File: config.mk
export PLATFORM = sky130hd
export DESIGN_NAME = rbm_ctrl
export DESIGN_NICKNAME = d
export VERILOG_FILES = /design/src/include/rbm_pkg.sv /design/src/verilog/rbm_ctrl.sv
export VERILOG_INCLUDE_DIRS = /design/src /design/src/include
export SDC_FILE = /design/constraint.sdc
export NUM_CORES = 1
export LEC_CHECK = 0
export ABC_AREA = 1
export ABC_CLOCK_PERIOD_IN_PS = 2100
export BUFFER_PORTS_ARGS = -buffer_cell sky130_fd_sc_hd__buf_2
export CORE_ASPECT_RATIO = 0.8
export CORE_MARGIN = 5
export CORE_UTILIZATION = 45
export DETAILED_ROUTE_END_ITERATION = 6
export GPL_ROUTABILITY_DRIVEN = 0
export PLACE_DENSITY = 0.66
export SYNTH_ARGS = -nofsm -noshare
export SYNTH_HDL_FRONTEND = slang
export SYNTH_SLANG_ARGS = --single-unit
export TNS_END_PERCENT = 30
File: constraint.sdc
create_clock -name system_clock_output_in -period 2.1 [get_ports system_clock_output_in]
set_input_delay 0.42 -clock system_clock_output_in [delete_from_list [all_inputs] [get_ports system_clock_output_in]]
set_output_delay 0.42 -clock system_clock_output_in [all_outputs]
set_load 0.02 [all_outputs]
File: src/include/rbm_consts.svh
// Register map, field positions, reset values and timing counts for the blanking/modulator block
`ifndef RBM_CONSTS_SVH
`define RBM_CONSTS_SVH

// Register indices; byte address is four times the index
`define RBM_IDX_PROTO 6'h01
`define RBM_IDX_BLANK 6'h08
`define RBM_IDX_MODCTL 6'h09
`define RBM_IDX_STATUS 6'h10

// Reset values
`define RBM_BLANK_RST 8'h1F
`define RBM_MODCTL_RST 8'h11
`define RBM_PROTO_RST 8'h00

// Modulator control fields
`define RBM_MOD_EXT_BIT 6
`define RBM_MOD_CLK_HI 5
`define RBM_MOD_CLK_LO 4
`define RBM_MOD_ANA_BIT 3
`define RBM_MOD_DEPTH_HI 2
`define RBM_MOD_DEPTH_LO 0
`define RBM_MOD_USED_MASK 8'h7F
`define RBM_DEPTH_OOK 3'h1

// Protocol select fields
`define RBM_PROTO_EXT_BIT 6
`define RBM_PROTO_FAM_HI 1
`define RBM_PROTO_FAM_LO 0
`define RBM_FAM_VICINITY 2'h0
`define RBM_FAM_PROX_A 2'h1
`define RBM_FAM_CARD212 2'h2
`define RBM_FAM_PROX_B 2'h3

// Clock output select codes
`define RBM_CLK_OFF 2'h0
`define RBM_CLK_DIV4 2'h1
`define RBM_CLK_DIV2 2'h2
`define RBM_CLK_DIV1 2'h3

// Timing
`define RBM_CLK_PERIOD_NS 40
`define RBM_BLANK_STEP_NS 9440
`define RBM_BLANK_STEP_CYC (`RBM_BLANK_STEP_NS / `RBM_CLK_PERIOD_NS)
`define RBM_PRESET_CARD212_NS 9440
`define RBM_PRESET_PROX_NS 66000
`define RBM_PRESET_VICINITY_NS 293000
`define RBM_PRESET_CNT(ns) (((ns) + (`RBM_BLANK_STEP_NS / 2)) / `RBM_BLANK_STEP_NS)

`endif

File: src/include/rbm_pkg.sv
// Types shared by the blanking/modulator block
`include "rbm_consts.svh"

package rbm_pkg;

  typedef enum logic [1:0] {
    RBM_ST_IDLE = 2'b01,
    RBM_ST_BLANK = 2'b10
  } rbm_blank_st_t;

  typedef struct packed {
    rbm_blank_st_t st;
    logic [7:0] blank_time;
    logic [7:0] modctl;
    logic [7:0] proto;
    logic [7:0] count;
    logic [7:0] step;
    logic [2:0] div;
    logic [1:0] en_sync;
    logic [1:0] ook_sync;
    logic [1:0] modp_sync;
    logic [1:0] ana_sync;
    logic pready;
    logic pslverr;
    logic [31:0] prdata;
    logic rx_rst;
    logic sysclk;
    logic ook_oe;
    logic ook_o;
    logic mod_sig;
    logic [2:0] depth;
    logic ook_sel;
  } rbm_state_t;

endpackage

File: src/verilog/rbm_ctrl.sv
// Receive blanking timer and modulator/clock-output control with APB register access
//
// The APB slave port was chosen for this implementation.
`timescale 1ns/100ps
`default_nettype none
`include "rbm_consts.svh"

// Functional notes
// - Blanking register loads 0x1F at reset and while disabled; protocol writes load the family preset.
// - After transmit ends, receive decoders stay in reset for the blanking interval.
// - Each blanking count lasts 9.44 us; values 1 to 255 span up to 2407 us.
// - Blanking interval starts at the end of the transmitted end-of-frame.
// - Protocol writes preset blanking: 9.44 us card212, 66 us 14443, 293 us 15693.
// - Modulator register resets to 0x11; protocol writes keep both clock-select bits.
// - Clock output is oscillator divided by 4, 2, 1 for codes 01, 10, 11; 00 off.
// - Clock-output select is bits 5:4 of modulator register, bit 5 most significant.
// - Bits 2:0 select modulation type and depth, ASK 7% to 30% or OOK.
// - External pin selects modulation only if both external-select bits are set.
// - With external selection, pin high requests OOK, low the preset ASK depth.
// - With external selection, modulation signal comes from the modulation input pin.
// - Analog-test bit turns the ASK/OOK pin into an analog subcarrier output.
// - Blanking register is one 8-bit count, bit 7 most significant.
// - Depth codes: 000 10%, 001 OOK, 010 7%, 011 8.5%, 100 13%, 101 16%, 110 22%, 111 30%.
module rbm_ctrl (
  input wire logic system_clock_output_in,
  input wire logic nrst_in,
  input wire logic ce_in,
  input wire logic [7:0] paddr_in,
  input wire logic psel_in,
  input wire logic penable_in,
  input wire logic pwrite_in,
  input wire logic [31:0] pwdata_in,
  input wire logic chip_enable_in,
  input wire logic tx_eof_end_in,
  input wire logic tx_mod_in,
  input wire logic ask_ook_pin_in,
  input wire logic modulation_input_pin_in,
  input wire logic analog_subcarrier_in,
  output logic [31:0] prdata_out,
  output logic pready_out,
  output logic pslverr_out,
  output logic rx_decoder_reset_out,
  output logic system_clock_output_out,
  output logic ask_ook_pin_out,
  output logic ask_ook_pin_oe_out,
  output logic [2:0] mod_depth_out,
  output logic ook_active_out,
  output logic mod_signal_out
);

  localparam logic [7:0] STEP_LAST = 8'(`RBM_BLANK_STEP_CYC - 1);

  localparam rbm_pkg::rbm_state_t RST_STATE = '{
    st: rbm_pkg::RBM_ST_IDLE,
    blank_time: `RBM_BLANK_RST,
    modctl: `RBM_MODCTL_RST,
    proto: `RBM_PROTO_RST,
    count: 8'h00,
    step: 8'h00,
    div: 3'h0,
    en_sync: 2'h0,
    ook_sync: 2'h0,
    modp_sync: 2'h0,
    ana_sync: 2'h0,
    pready: 1'b0,
    pslverr: 1'b0,
    prdata: 32'h00000000,
    rx_rst: 1'b0,
    sysclk: 1'b0,
    ook_oe: 1'b0,
    ook_o: 1'b0,
    mod_sig: 1'b0,
    depth: 3'h0,
    ook_sel: 1'b0
  };

  rbm_pkg::rbm_state_t s;
  rbm_pkg::rbm_state_t next_s;

  logic apb_setup;
  logic apb_done;
  logic wr_proto;
  logic wr_blank;
  logic wr_modctl;
  logic ext_sel;

  // Byte address of a register index
  function automatic logic [7:0] reg_addr(input logic [5:0] idx);
    reg_addr = {idx, 2'b00};
  endfunction

  // Blanking preset from the protocol family field
  function automatic logic [7:0] blank_preset(input logic [1:0] fam);
    case (fam)
      `RBM_FAM_CARD212: blank_preset = 8'(`RBM_PRESET_CNT(`RBM_PRESET_CARD212_NS));
      `RBM_FAM_PROX_A: blank_preset = 8'(`RBM_PRESET_CNT(`RBM_PRESET_PROX_NS));
      `RBM_FAM_PROX_B: blank_preset = 8'(`RBM_PRESET_CNT(`RBM_PRESET_PROX_NS));
      default: blank_preset = 8'(`RBM_PRESET_CNT(`RBM_PRESET_VICINITY_NS));
    endcase
  endfunction

  always_comb begin
    next_s = s;
    next_s.pready = 1'b0;
    next_s.pslverr = 1'b0;
    next_s.en_sync = {s.en_sync[0], chip_enable_in};
    next_s.ook_sync = {s.ook_sync[0], ask_ook_pin_in};
    next_s.modp_sync = {s.modp_sync[0], modulation_input_pin_in};
    next_s.ana_sync = {s.ana_sync[0], analog_subcarrier_in};

    // Read data is captured in the setup cycle and held through the access phase
    apb_setup = psel_in && !penable_in && !s.pready;
    apb_done = psel_in && penable_in && s.pready;
    wr_proto = apb_done && pwrite_in && paddr_in == reg_addr(`RBM_IDX_PROTO);
    wr_blank = apb_done && pwrite_in && paddr_in == reg_addr(`RBM_IDX_BLANK);
    wr_modctl = apb_done && pwrite_in && paddr_in == reg_addr(`RBM_IDX_MODCTL);
    if (apb_setup) begin
      next_s.pready = 1'b1;
      next_s.prdata = 32'h00000000;
      if (paddr_in == reg_addr(`RBM_IDX_PROTO)) begin
        next_s.prdata[7:0] = s.proto;
      end else if (paddr_in == reg_addr(`RBM_IDX_BLANK)) begin
        next_s.prdata[7:0] = s.blank_time;
      end else if (paddr_in == reg_addr(`RBM_IDX_MODCTL)) begin
        next_s.prdata[7:0] = s.modctl & `RBM_MOD_USED_MASK;
      end else if (paddr_in == reg_addr(`RBM_IDX_STATUS)) begin
        next_s.prdata[15:0] = {s.count, 6'h00, s.st == rbm_pkg::RBM_ST_BLANK, ext_sel_now(s)};
      end else begin
        next_s.pslverr = 1'b1;
      end
    end

    // Register writes
    if (wr_blank) begin
      next_s.blank_time = pwdata_in[7:0];
    end
    if (wr_modctl) begin
      next_s.modctl = pwdata_in[7:0] & `RBM_MOD_USED_MASK;
    end
    if (wr_proto) begin
      next_s.proto = pwdata_in[7:0];
      next_s.blank_time = blank_preset(pwdata_in[`RBM_PROTO_FAM_HI:`RBM_PROTO_FAM_LO]);
      next_s.modctl = `RBM_MODCTL_RST;
      next_s.modctl[`RBM_MOD_CLK_HI:`RBM_MOD_CLK_LO] = s.modctl[`RBM_MOD_CLK_HI:`RBM_MOD_CLK_LO];
    end

    // Blanking timer; a new end-of-frame restarts it, or ends it if the blanking register is zero
    case (s.st)
      rbm_pkg::RBM_ST_IDLE: begin
        if (tx_eof_end_in && s.blank_time != 8'h00) begin
          next_s.st = rbm_pkg::RBM_ST_BLANK;
          next_s.count = s.blank_time;
          next_s.step = STEP_LAST;
        end
      end
      rbm_pkg::RBM_ST_BLANK: begin
        if (tx_eof_end_in) begin
          if (s.blank_time == 8'h00) begin
            next_s.st = rbm_pkg::RBM_ST_IDLE;
            next_s.count = 8'h00;
          end else begin
            next_s.count = s.blank_time;
            next_s.step = STEP_LAST;
          end
        end else if (s.step == 8'h00) begin
          if (s.count <= 8'h01) begin
            next_s.st = rbm_pkg::RBM_ST_IDLE;
            next_s.count = 8'h00;
          end else begin
            next_s.count = s.count - 8'h01;
            next_s.step = STEP_LAST;
          end
        end else begin
          next_s.step = s.step - 8'h01;
        end
      end
      default: begin
        next_s.st = rbm_pkg::RBM_ST_IDLE;
        next_s.count = 8'h00;
      end
    endcase

    // Chip disabled: registers and blanking timer back to defaults, decoders released
    if (!s.en_sync[1]) begin
      next_s.blank_time = `RBM_BLANK_RST;
      next_s.modctl = `RBM_MODCTL_RST;
      next_s.proto = `RBM_PROTO_RST;
      next_s.st = rbm_pkg::RBM_ST_IDLE;
      next_s.count = 8'h00;
      next_s.step = 8'h00;
    end
    next_s.rx_rst = next_s.st == rbm_pkg::RBM_ST_BLANK;

    // Clock output; the oscillator is modelled at half the bus clock, so /1 toggles every cycle
    next_s.div = s.div + 3'h1;
    case (next_s.modctl[`RBM_MOD_CLK_HI:`RBM_MOD_CLK_LO])
      `RBM_CLK_DIV4: next_s.sysclk = next_s.div[2];
      `RBM_CLK_DIV2: next_s.sysclk = next_s.div[1];
      `RBM_CLK_DIV1: next_s.sysclk = next_s.div[0];
      default: next_s.sysclk = 1'b0;
    endcase

    // Modulation select; the pin cannot both drive analog out and select OOK
    ext_sel = ext_sel_now(next_s);
    if (ext_sel && next_s.ook_sync[1]) begin
      next_s.depth = `RBM_DEPTH_OOK;
    end else begin
      next_s.depth = next_s.modctl[`RBM_MOD_DEPTH_HI:`RBM_MOD_DEPTH_LO];
    end
    next_s.ook_sel = next_s.depth == `RBM_DEPTH_OOK;
    next_s.mod_sig = ext_sel ? next_s.modp_sync[1] : tx_mod_in;
    next_s.ook_oe = next_s.modctl[`RBM_MOD_ANA_BIT];
    next_s.ook_o = next_s.modctl[`RBM_MOD_ANA_BIT] && next_s.ana_sync[1];
  end

  // External selection is live only with both enables and no analog test
  function automatic logic ext_sel_now(input rbm_pkg::rbm_state_t st);
    ext_sel_now = st.modctl[`RBM_MOD_EXT_BIT] && st.proto[`RBM_PROTO_EXT_BIT] && !st.modctl[`RBM_MOD_ANA_BIT];
  endfunction

  always_ff @(posedge system_clock_output_in or negedge nrst_in) begin
    if (!nrst_in) begin
      s <= RST_STATE;
    end else if (ce_in) begin
      s <= next_s;
    end
  end

  assign prdata_out = s.prdata;
  assign pready_out = s.pready;
  assign pslverr_out = s.pslverr;
  assign rx_decoder_reset_out = s.rx_rst;
  assign system_clock_output_out = s.sysclk;
  assign ask_ook_pin_out = s.ook_o;
  assign ask_ook_pin_oe_out = s.ook_oe;
  assign mod_depth_out = s.depth;
  assign ook_active_out = s.ook_sel;
  assign mod_signal_out = s.mod_sig;
endmodule
`default_nettype wire

==> results of run 1 <==
power by group:
part           switching, W  leakage, nW  internal [W]  total, W
clock network      0.000595        0.145      0.000946   0.00154
logic              0.000557         1.30      0.000283  0.000840
registers         0.0000884        0.976       0.00159   0.00168
what timing repair did:
| action | in CTS | in global routing |
|---|---|---|
| setup buffers | 0 | 2 |
| gates resized for setup | 0 | 1 |
| hold buffers | 0 | 0 |
| endpoints found under the setup margin | 0 | 10 |
state kept, by name (all words and copies together) (netlist names):
signal,flops
ask_ook_pin_out,1
pready_out,1
pslverr_out,1
mod_depth_out,3
mod_signal_out,1
next_s,4
rx_decoder_reset_out,1
system_clock_output_out,1
prdata_out,16
ook_active_out,1
s,45
kinds of logic (layout without fill, tap and decap cells):
logic type | Yosys count | in the layout | share of synthesized area (%)
buffers and inverters | 125 | 158 | 14.3
adders and majority gates | 7 | 7 | 2.00
DFF | 75 | 75 | 43.0
AOI/OAI and AO/OA | 118 | 118 | 15.0
other | 1 | 16 | 0.0856
and+or+nand+nor | 220 | 220 | 24.2
xor gates and xnor gates | 7 | 7 | 1.40
path summary, 6_finish.rpt:
| path | endpoint | cells after the start |
|---|---|---|
| setup / recovery | s[60] | 11 |
| hold / removal | pready_out | 2 |
| setup reg to reg | s[60] | 11 |
| hold reg to reg | s[52] | 2 |
| max in group asynchronous | s[94] | 2 |
| min in group system_clock_output_in | next_s[50] | 3 |
synthesized netlist by cell type (all sizes together) (2+ instances only):
cell | instances | area (µm²)
a21oi | 25 | 140
buf | 43 | 318
clkbuf | 5 | 18.8
dfrtp | 67 | 1680
dfstp | 8 | 210
ha | 7 | 87.6
inv | 76 | 285
nand2 | 124 | 488
nand3 | 39 | 223
nand4 | 9 | 56.3
nor2 | 40 | 234
nor3 | 6 | 46.3
o211ai | 3 | 36.3
o21ai | 74 | 378
o22ai | 13 | 81.3
o31ai | 2 | 15.0
xor2 | 6 | 52.6
routing by layer:
metal	global-route usage [%]	up-vias	share of wire, %
li1	-	1836	-
met1	26.2	1739	48
met2	26.7	115	43
met3	4.86	13	7.8
met4	6.01	0	1.4
met5	0	-	0
layout make-up:
type                       count  area [µm²]
multi-input combinational    368        1930
inverter                      77         289
clock buffer                  11         243
fill                         941        4650
timing repair buffer          65         365
clock inverter                 5        52.6
tap                          119         149
sequential                    75        1890
worst max-delay path: stages (launching register included):
cell      delay [ns]
dfstp_2         0.56
inv_1           0.06
ha_1            0.30
inv_2           0.11
nor2_2          0.05
inv_2           0.09
o211ai_1        0.11
o21ai_2         0.20
nor2_4          0.06
buf_4           0.15
nand3_1         0.06
o21ai_1         0.07
metrics by stage:
| step | power [W] | utilization [%] | setup WS (ns) |
|---|---|---|---|
| final | 0.00406 | 51.4 | 0.148 |
| after global routing | 0.00428 | 51.4 | 0.0277 |
| after CTS | 0.00409 | 51.2 | 0.0842 |
| after detailed placement | 0.00253 | 48.1 | 0.0880 |
| after global placement | 0.00250 | 48.1 | 0.177 |
| after floorplan | 0.00231 | - | 0.357 |
==> results.md, run 1 <==
* Number of max-cap violations at 0
* Wire length per cell at ~14 µm
* Reg-to-reg startpoint: s[94]
* Pwr per Cell Area at about 830 mW/mm²
* Worst Tran Pin Value at about 0.62 ns
* Grt total ovfl at 0
* Final net count at between 600 and 700
* Setup crit end kind: register
* Die height at ~98 µm
* Critical Path Start Type: register
* Worst VDD drop at ~0.41 mV
* Fin Hold WS at a little over 0.1 ns
* Post-route cell area at around 0.005 mm²
* Vias in the first global route at approximately 3600
* Reg clk slew, reported paths at about 0.06 ns
* Via count at between 3000 and 4000
* Total core area at between 0.009 and 0.01 mm²
* Placed Area at approximately 0.0046 mm²
* Clk buf depth at 2
* Worst skew pair latency at 0.34 ns
* Vias per inst at 5.14
* Critical Path Fanout Max at 7
* Fin crit share at 93.0%
* CTS tree: done
* CTS Sinks at 75
* Most common cell after layout, fill and taps aside: nand2_1
* Pins over their slew limit at 0
* Total track usage at 18.2%
* # IOs at 95
* Critical path arrival at 2.17 ns
* Clk_skew at between 0.004 and 0.005 ns
* Worst Setup Path Type: reg2reg
* Post-synth EDFFs at 0
* Non-Filler Instances at 720
* Initial DRT Pass Iterations at 5
* Fin crit period at around 2.0 ns
* Asr flop ratio synth at between 90% and 100%
* Critical Path RT at 2.32 ns
* Die ar. at 0.0118 mm²
* Most frequent cells in the layout: nand2_1 (117), inv_1 (68), dfrtp_1 (67)
* Warnings from Yosys at 0
* HPWL after detailed placement at around 7.6 mm
* CTS Buf Count at 9
* Max Clk Rate at approximately 500 MHz
* Status: finished, final reports clean
* Synth Flop Type: dfrtp_1
* Slew margin rel. at 58.8%
* Number of port buffers at between 50 and 60
* DRC Markers at 0
* Syn avg cell area at approximately 7.9 µm²
* Initial core utilization at a little under half
* Setup violators final at 0
* Initial antenna violation count at 0
* Layout cells sized above 1 at a little over a fifth
* RSZ-0062 raised after global routing: false
* Area Growth Syn to Fin at 12.2%
* Post-synth cell types at 40
* Post-Synthesis Cells at 553
* Synth Register Bits at 75
* Worst Hold Class: in2async
* Wire length of the first global-routing pass at approximately 17 mm
* Cell area after synthesis at between 0.004 and 0.005 mm²
* Leak pwr at about 2.4 nW
* Routed WL at 10.3 mm
* # placed instances at 702
* Hold Vio Cnt, Final at 0
* CTS root buffer: clkbuf_16
* FP Rows at 32
* Antenna Nets Post-Route at 0
* Sequential fraction of the synthesis area at roughly 43%
* Setup TNS at 0 ns
* DR iter-0 viols at 298
* R2R setup slack at roughly 0.15 ns
* Worst Setup SP: s[94]
* H-tree lvl count at 3
* Largest net degree at the start of global routing at 76
* Die X at around 120 µm
* ANT cells at 0
(Power assumes the default switching activity.)
==> run 2: changes to the inputs <==
--- a/config.mk
+++ b/config.mk
@@ -6,12 +6,12 @@
 export SDC_FILE = /design/constraint.sdc
 export NUM_CORES = 1
 export LEC_CHECK = 0
-export ABC_AREA = 1
-export ABC_CLOCK_PERIOD_IN_PS = 2100
+export ABC_CLOCK_PERIOD_IN_PS = 2110
 export BUFFER_PORTS_ARGS = -buffer_cell sky130_fd_sc_hd__buf_2
 export CORE_ASPECT_RATIO = 0.8
 export CORE_MARGIN = 5
 export CORE_UTILIZATION = 45
+export CTS_CLUSTER_DIAMETER = 150
 export DETAILED_ROUTE_END_ITERATION = 6
 export GPL_ROUTABILITY_DRIVEN = 0
 export PLACE_DENSITY = 0.66
==> constraint.sdc (replaced) <==
create_clock -name system_clock_output_in -period 2.11 [get_ports system_clock_output_in]
set_input_delay 0.422 -clock system_clock_output_in [delete_from_list [all_inputs] [get_ports system_clock_output_in]]
set_output_delay 0.422 -clock system_clock_output_in [all_outputs]
set_load 0.02 [all_outputs]
==> results.md, run 2 <==
* Clk buf depth at 2 (unchanged)
* Layout cells sized above 1 at 31.4% (+9.9 points)
* Post-synth cell types at 66 (+65%)
* Vias per inst at 5.83 (+13%)
* Syn avg cell area at 9.44 µm² (+19%)
* Family with the most delay on the worst path: compound AO/OA/AOI/OAI gates
* Fin Hold WS at 0.00433 ns (-0.0964 ns)
* DR iter-0 viols at 352 (+18%)
* Slew margin rel. at 52.8% (-6.0 points)
* Filler cells at 819 (-13%)
* Synth Flop Type: dfrtp_1
* Worst path buffer plus inverter count at 2 (-2)
* Wire length per cell at 17.2 µm (+20%)
* Critical path arrival at 2.24 ns (+0.07 ns)
* Count leader, synth: dfrtp_1
* Die X at 119 µm (-0.83%)
* Slowest Stage Delay on Critical Path at 0.41 ns (-0.15 ns)
* CTS Buf Count at 9 (unchanged)
* Leak pwr at 2.43 nW (+0.47%)
* Multi-input gate area at 0.00212 mm² (+10%)
* Max Clk Rate at 492 MHz (-3.9%)
* RR Endpoint: s[54]
* Worst r2r path cells at 8 (-3)
* Total track usage at 20.1% (+1.9 points)
* Combinational share of power at 28.2% (+7.5 points)
* Critical Path Fanout Max at 4 (-3)
* Worst Tran Pin Value at 0.702 ns (+0.0855 ns)
* Internal at 0.00318 W (+13%)
* Vias in the first global route at 3771 (+5.6%)
* Crit path depth at 8 (-3)
* FP Rows at 31 (-3.1%)
* Largest net degree at the start of global routing at 48 (-37%)
* Sw Pwr at 0.00152 W (+22%)
* Number of flip-flops in the largest register at 45 (unchanged)
* Critical Path RT at 2.32 ns (about the same)
* Reg clk slew, reported paths at 0.06 ns (about the same)
* Die ar. at 0.0116 mm² (-1.6%)
* Pwr per Cell Area at 881 mW/mm² (+6.6%)
* Synth Register Bits at 75 (unchanged)
* Hold Vio Cnt, Final at 0 (unchanged)
* Asr flop ratio synth at 100% (unchanged)
* Routed WL at 11.5 mm (+11%)
* Clk pwr share at 34.0% (-3.9 points)
* Placed Area at 0.00498 mm² (+8.3%)
* HPWL after detailed placement at 8.48 mm (+12%)
* Power Total at 0.00470 W (+16%)
* Cell area after synthesis at 0.00430 mm² (-1.8%)
* Post-synthesis cell type with the largest combined area: dfrtp_1
* Setup crit end kind: register
* Post-Synthesis Cells at 456 (-18%)
* CP cell instances: inv_2, ha_1, o21bai_1, nor3_1, buf_4, a31o_4, a21oi_4, mux2_2
* CP max-delay cell: dfrtp_1
* Initial antenna violation count at 0 (unchanged)
* Commonest cells in the netlist: dfrtp_1 (67), nand2_1 (46), buf_4 (35)
* Antenna Nets Post-Route at 0 (unchanged)
* Fin crit share at 96.2% (+3.3 points)
* # IOs at 95 (unchanged)
* Number of max-cap violations at 0 (unchanged)
* Pins over their slew limit at 0 (unchanged)
* Critical Path Start Type: register
* Synth area leaders: dfrtp_1 (39%), buf_4 (6.1%), dfstp_2 (4.9%)
* Via count at 3886 (+4.9%)
* CTS Sinks at 75 (unchanged)
* Grt total ovfl at 0 (unchanged)
* Setup violators final at 0 (unchanged)
* Worst VDD drop at 0.433 mV (+5.5%)
* ANT cells at 0 (unchanged)
* Switching share of power at 32.3% (+1.7 points)
* Initial core utilization at 46.8% (+1.0 points)
* Share of the synthesized area in the top cell type at 39.0% (+0.70 points)
* CTS tree: done
* Final net count at 605 (-7.6%)
* Worst Setup Path Type: reg2reg
* Most common cell after layout, fill and taps aside: dfrtp_1
* CTS root buffer: clkbuf_16
* Number of port buffers at 54 (unchanged)
* Die height at 97.5 µm (-0.81%)
* Post-synth EDFFs at 0 (unchanged)
* Largest Register: s
* Worst setup path endpoint: s[54]
* Area Growth Syn to Fin at 23.9%
* Initial DRT Pass Iterations at 6 (+1)
* Sequential fraction of the synthesis area at 43.8% (+0.79 points)
* Worst Hold Class: in2async
* H-tree lvl count at 3 (unchanged)
* Fin crit period at 2.03 ns (+0.0786 ns)
* Warnings from Yosys at 0 (unchanged)
* Post-route cell area at 0.00533 mm² (+8.4%)
* Seq. cell area at 0.00189 mm² (unchanged)
* Wire length of the first global-routing pass at 19.0 mm (+9.2%)
* Reg-to-reg startpoint: s[62]
* RSZ-0062 raised after global routing: true
* Worst skew pair latency at 0.34 ns (about the same)
* Clk_skew at 0.00952 ns (+0.00503 ns)
* R2R setup slack at 0.08 ns (-0.07 ns)
* Most frequent cells in the layout: dfrtp_1 (67), buf_4 (62), buf_2 (53)
* Worst Setup SP: s[62]
* Sequential share of power at 37.8% (-3.6 points)
* DRC Markers at 0 (unchanged)
* Status: finished, final reports clean
* Total core area at 0.00919 mm² (-3.9%)
run 2: cell types whose count changed after synthesis, sizes merged, moves of 9 or more:
cell,change
clkbuf,+10
inv,-57
o21ai,-45
a22oi,+15
o22ai,-12
nand3,-29
nand2,-77
o2bb2ai,+9
mux2,+9
a31oi,+10
nor2,-11
run 2: timing repair:
| action | CTS | global route |
|---|---|---|
| endpoints found under the setup margin | 8 | 17 |
| resized for setup | 2 | 7 |
| pin swaps | 0 | 2 |
| hold buffers | 0 | 0 |
| setup buffers | 0 | 1 |
run 2: through the flow:
step           util, %  setup WS (ns)  std cells  TNS [ns]
4_1_cts           57.7         0.0567        665         0
6_report          58.0         0.0793        666         0
3_3_place_gp      54.2         -0.219        649     -3.20
5_1_grt           58.0        -0.0569        666    -0.146
3_5_place_dp      54.2         -0.219        649     -3.47
2_1_floorplan        -        -0.0258        471    -0.141
run 2: metal layers:
layer | up-vias | part of all wire (%) | track usage [%]
met5 | - | 0 | 0
met4 | 0 | 0.70 | 4.05
met3 | 10 | 6.2 | 4.83
met2 | 135 | 45 | 30.5
met1 | 1915 | 48 | 29.3
li1 | 1826 | - | -
run 2: worst min-delay path by stage:
stage                        from         endpoint  slack, ns  depth (start not counted)
after detailed placement  nrst_in    prdata_out[3]       0.37                          1
after global placement    nrst_in    prdata_out[0]       0.37                          1
after CTS                 nrst_in    prdata_out[3]       0.01                          1
after floorplan           nrst_in  ask_ook_pin_out       0.13                          0
final                     nrst_in    prdata_out[3]      0.004                          1
after global routing      nrst_in    prdata_out[3]       0.03                          1
run 2: final cells by class:
type / instances / area share [%]
multi-input combinational: 322 / 39.8
sequential: 75 / 35.4
timing repair buffer: 118 / 14.8
clock buffer: 11 / 4.74
tap: 115 / 2.70
inverter: 20 / 1.41
clock inverter: 5 / 1.08
run 2: logic make-up after synthesis:
logic type / count (synthesis) / synth area share (%)
other: 1 / 0.0871
xor gates and xnor gates: 4 / 0.814
buffers and inverters: 74 / 9.56
adders and majority gates: 7 / 2.03
AOI/OAI and AO/OA: 145 / 23.8
and+or+nand+nor: 135 / 15.8
muxes: 15 / 4.04
DFF: 75 / 43.8
run 2: power groups by stage:
stage               clock network, W  registers, W  logic (W)
global route                 0.00169       0.00179    0.00146
finish                       0.00160       0.00178    0.00132
floorplan                          0       0.00179   0.000801
detailed placement                 0       0.00179    0.00128
global placement                   0       0.00178    0.00125
CTS                          0.00163       0.00177    0.00130
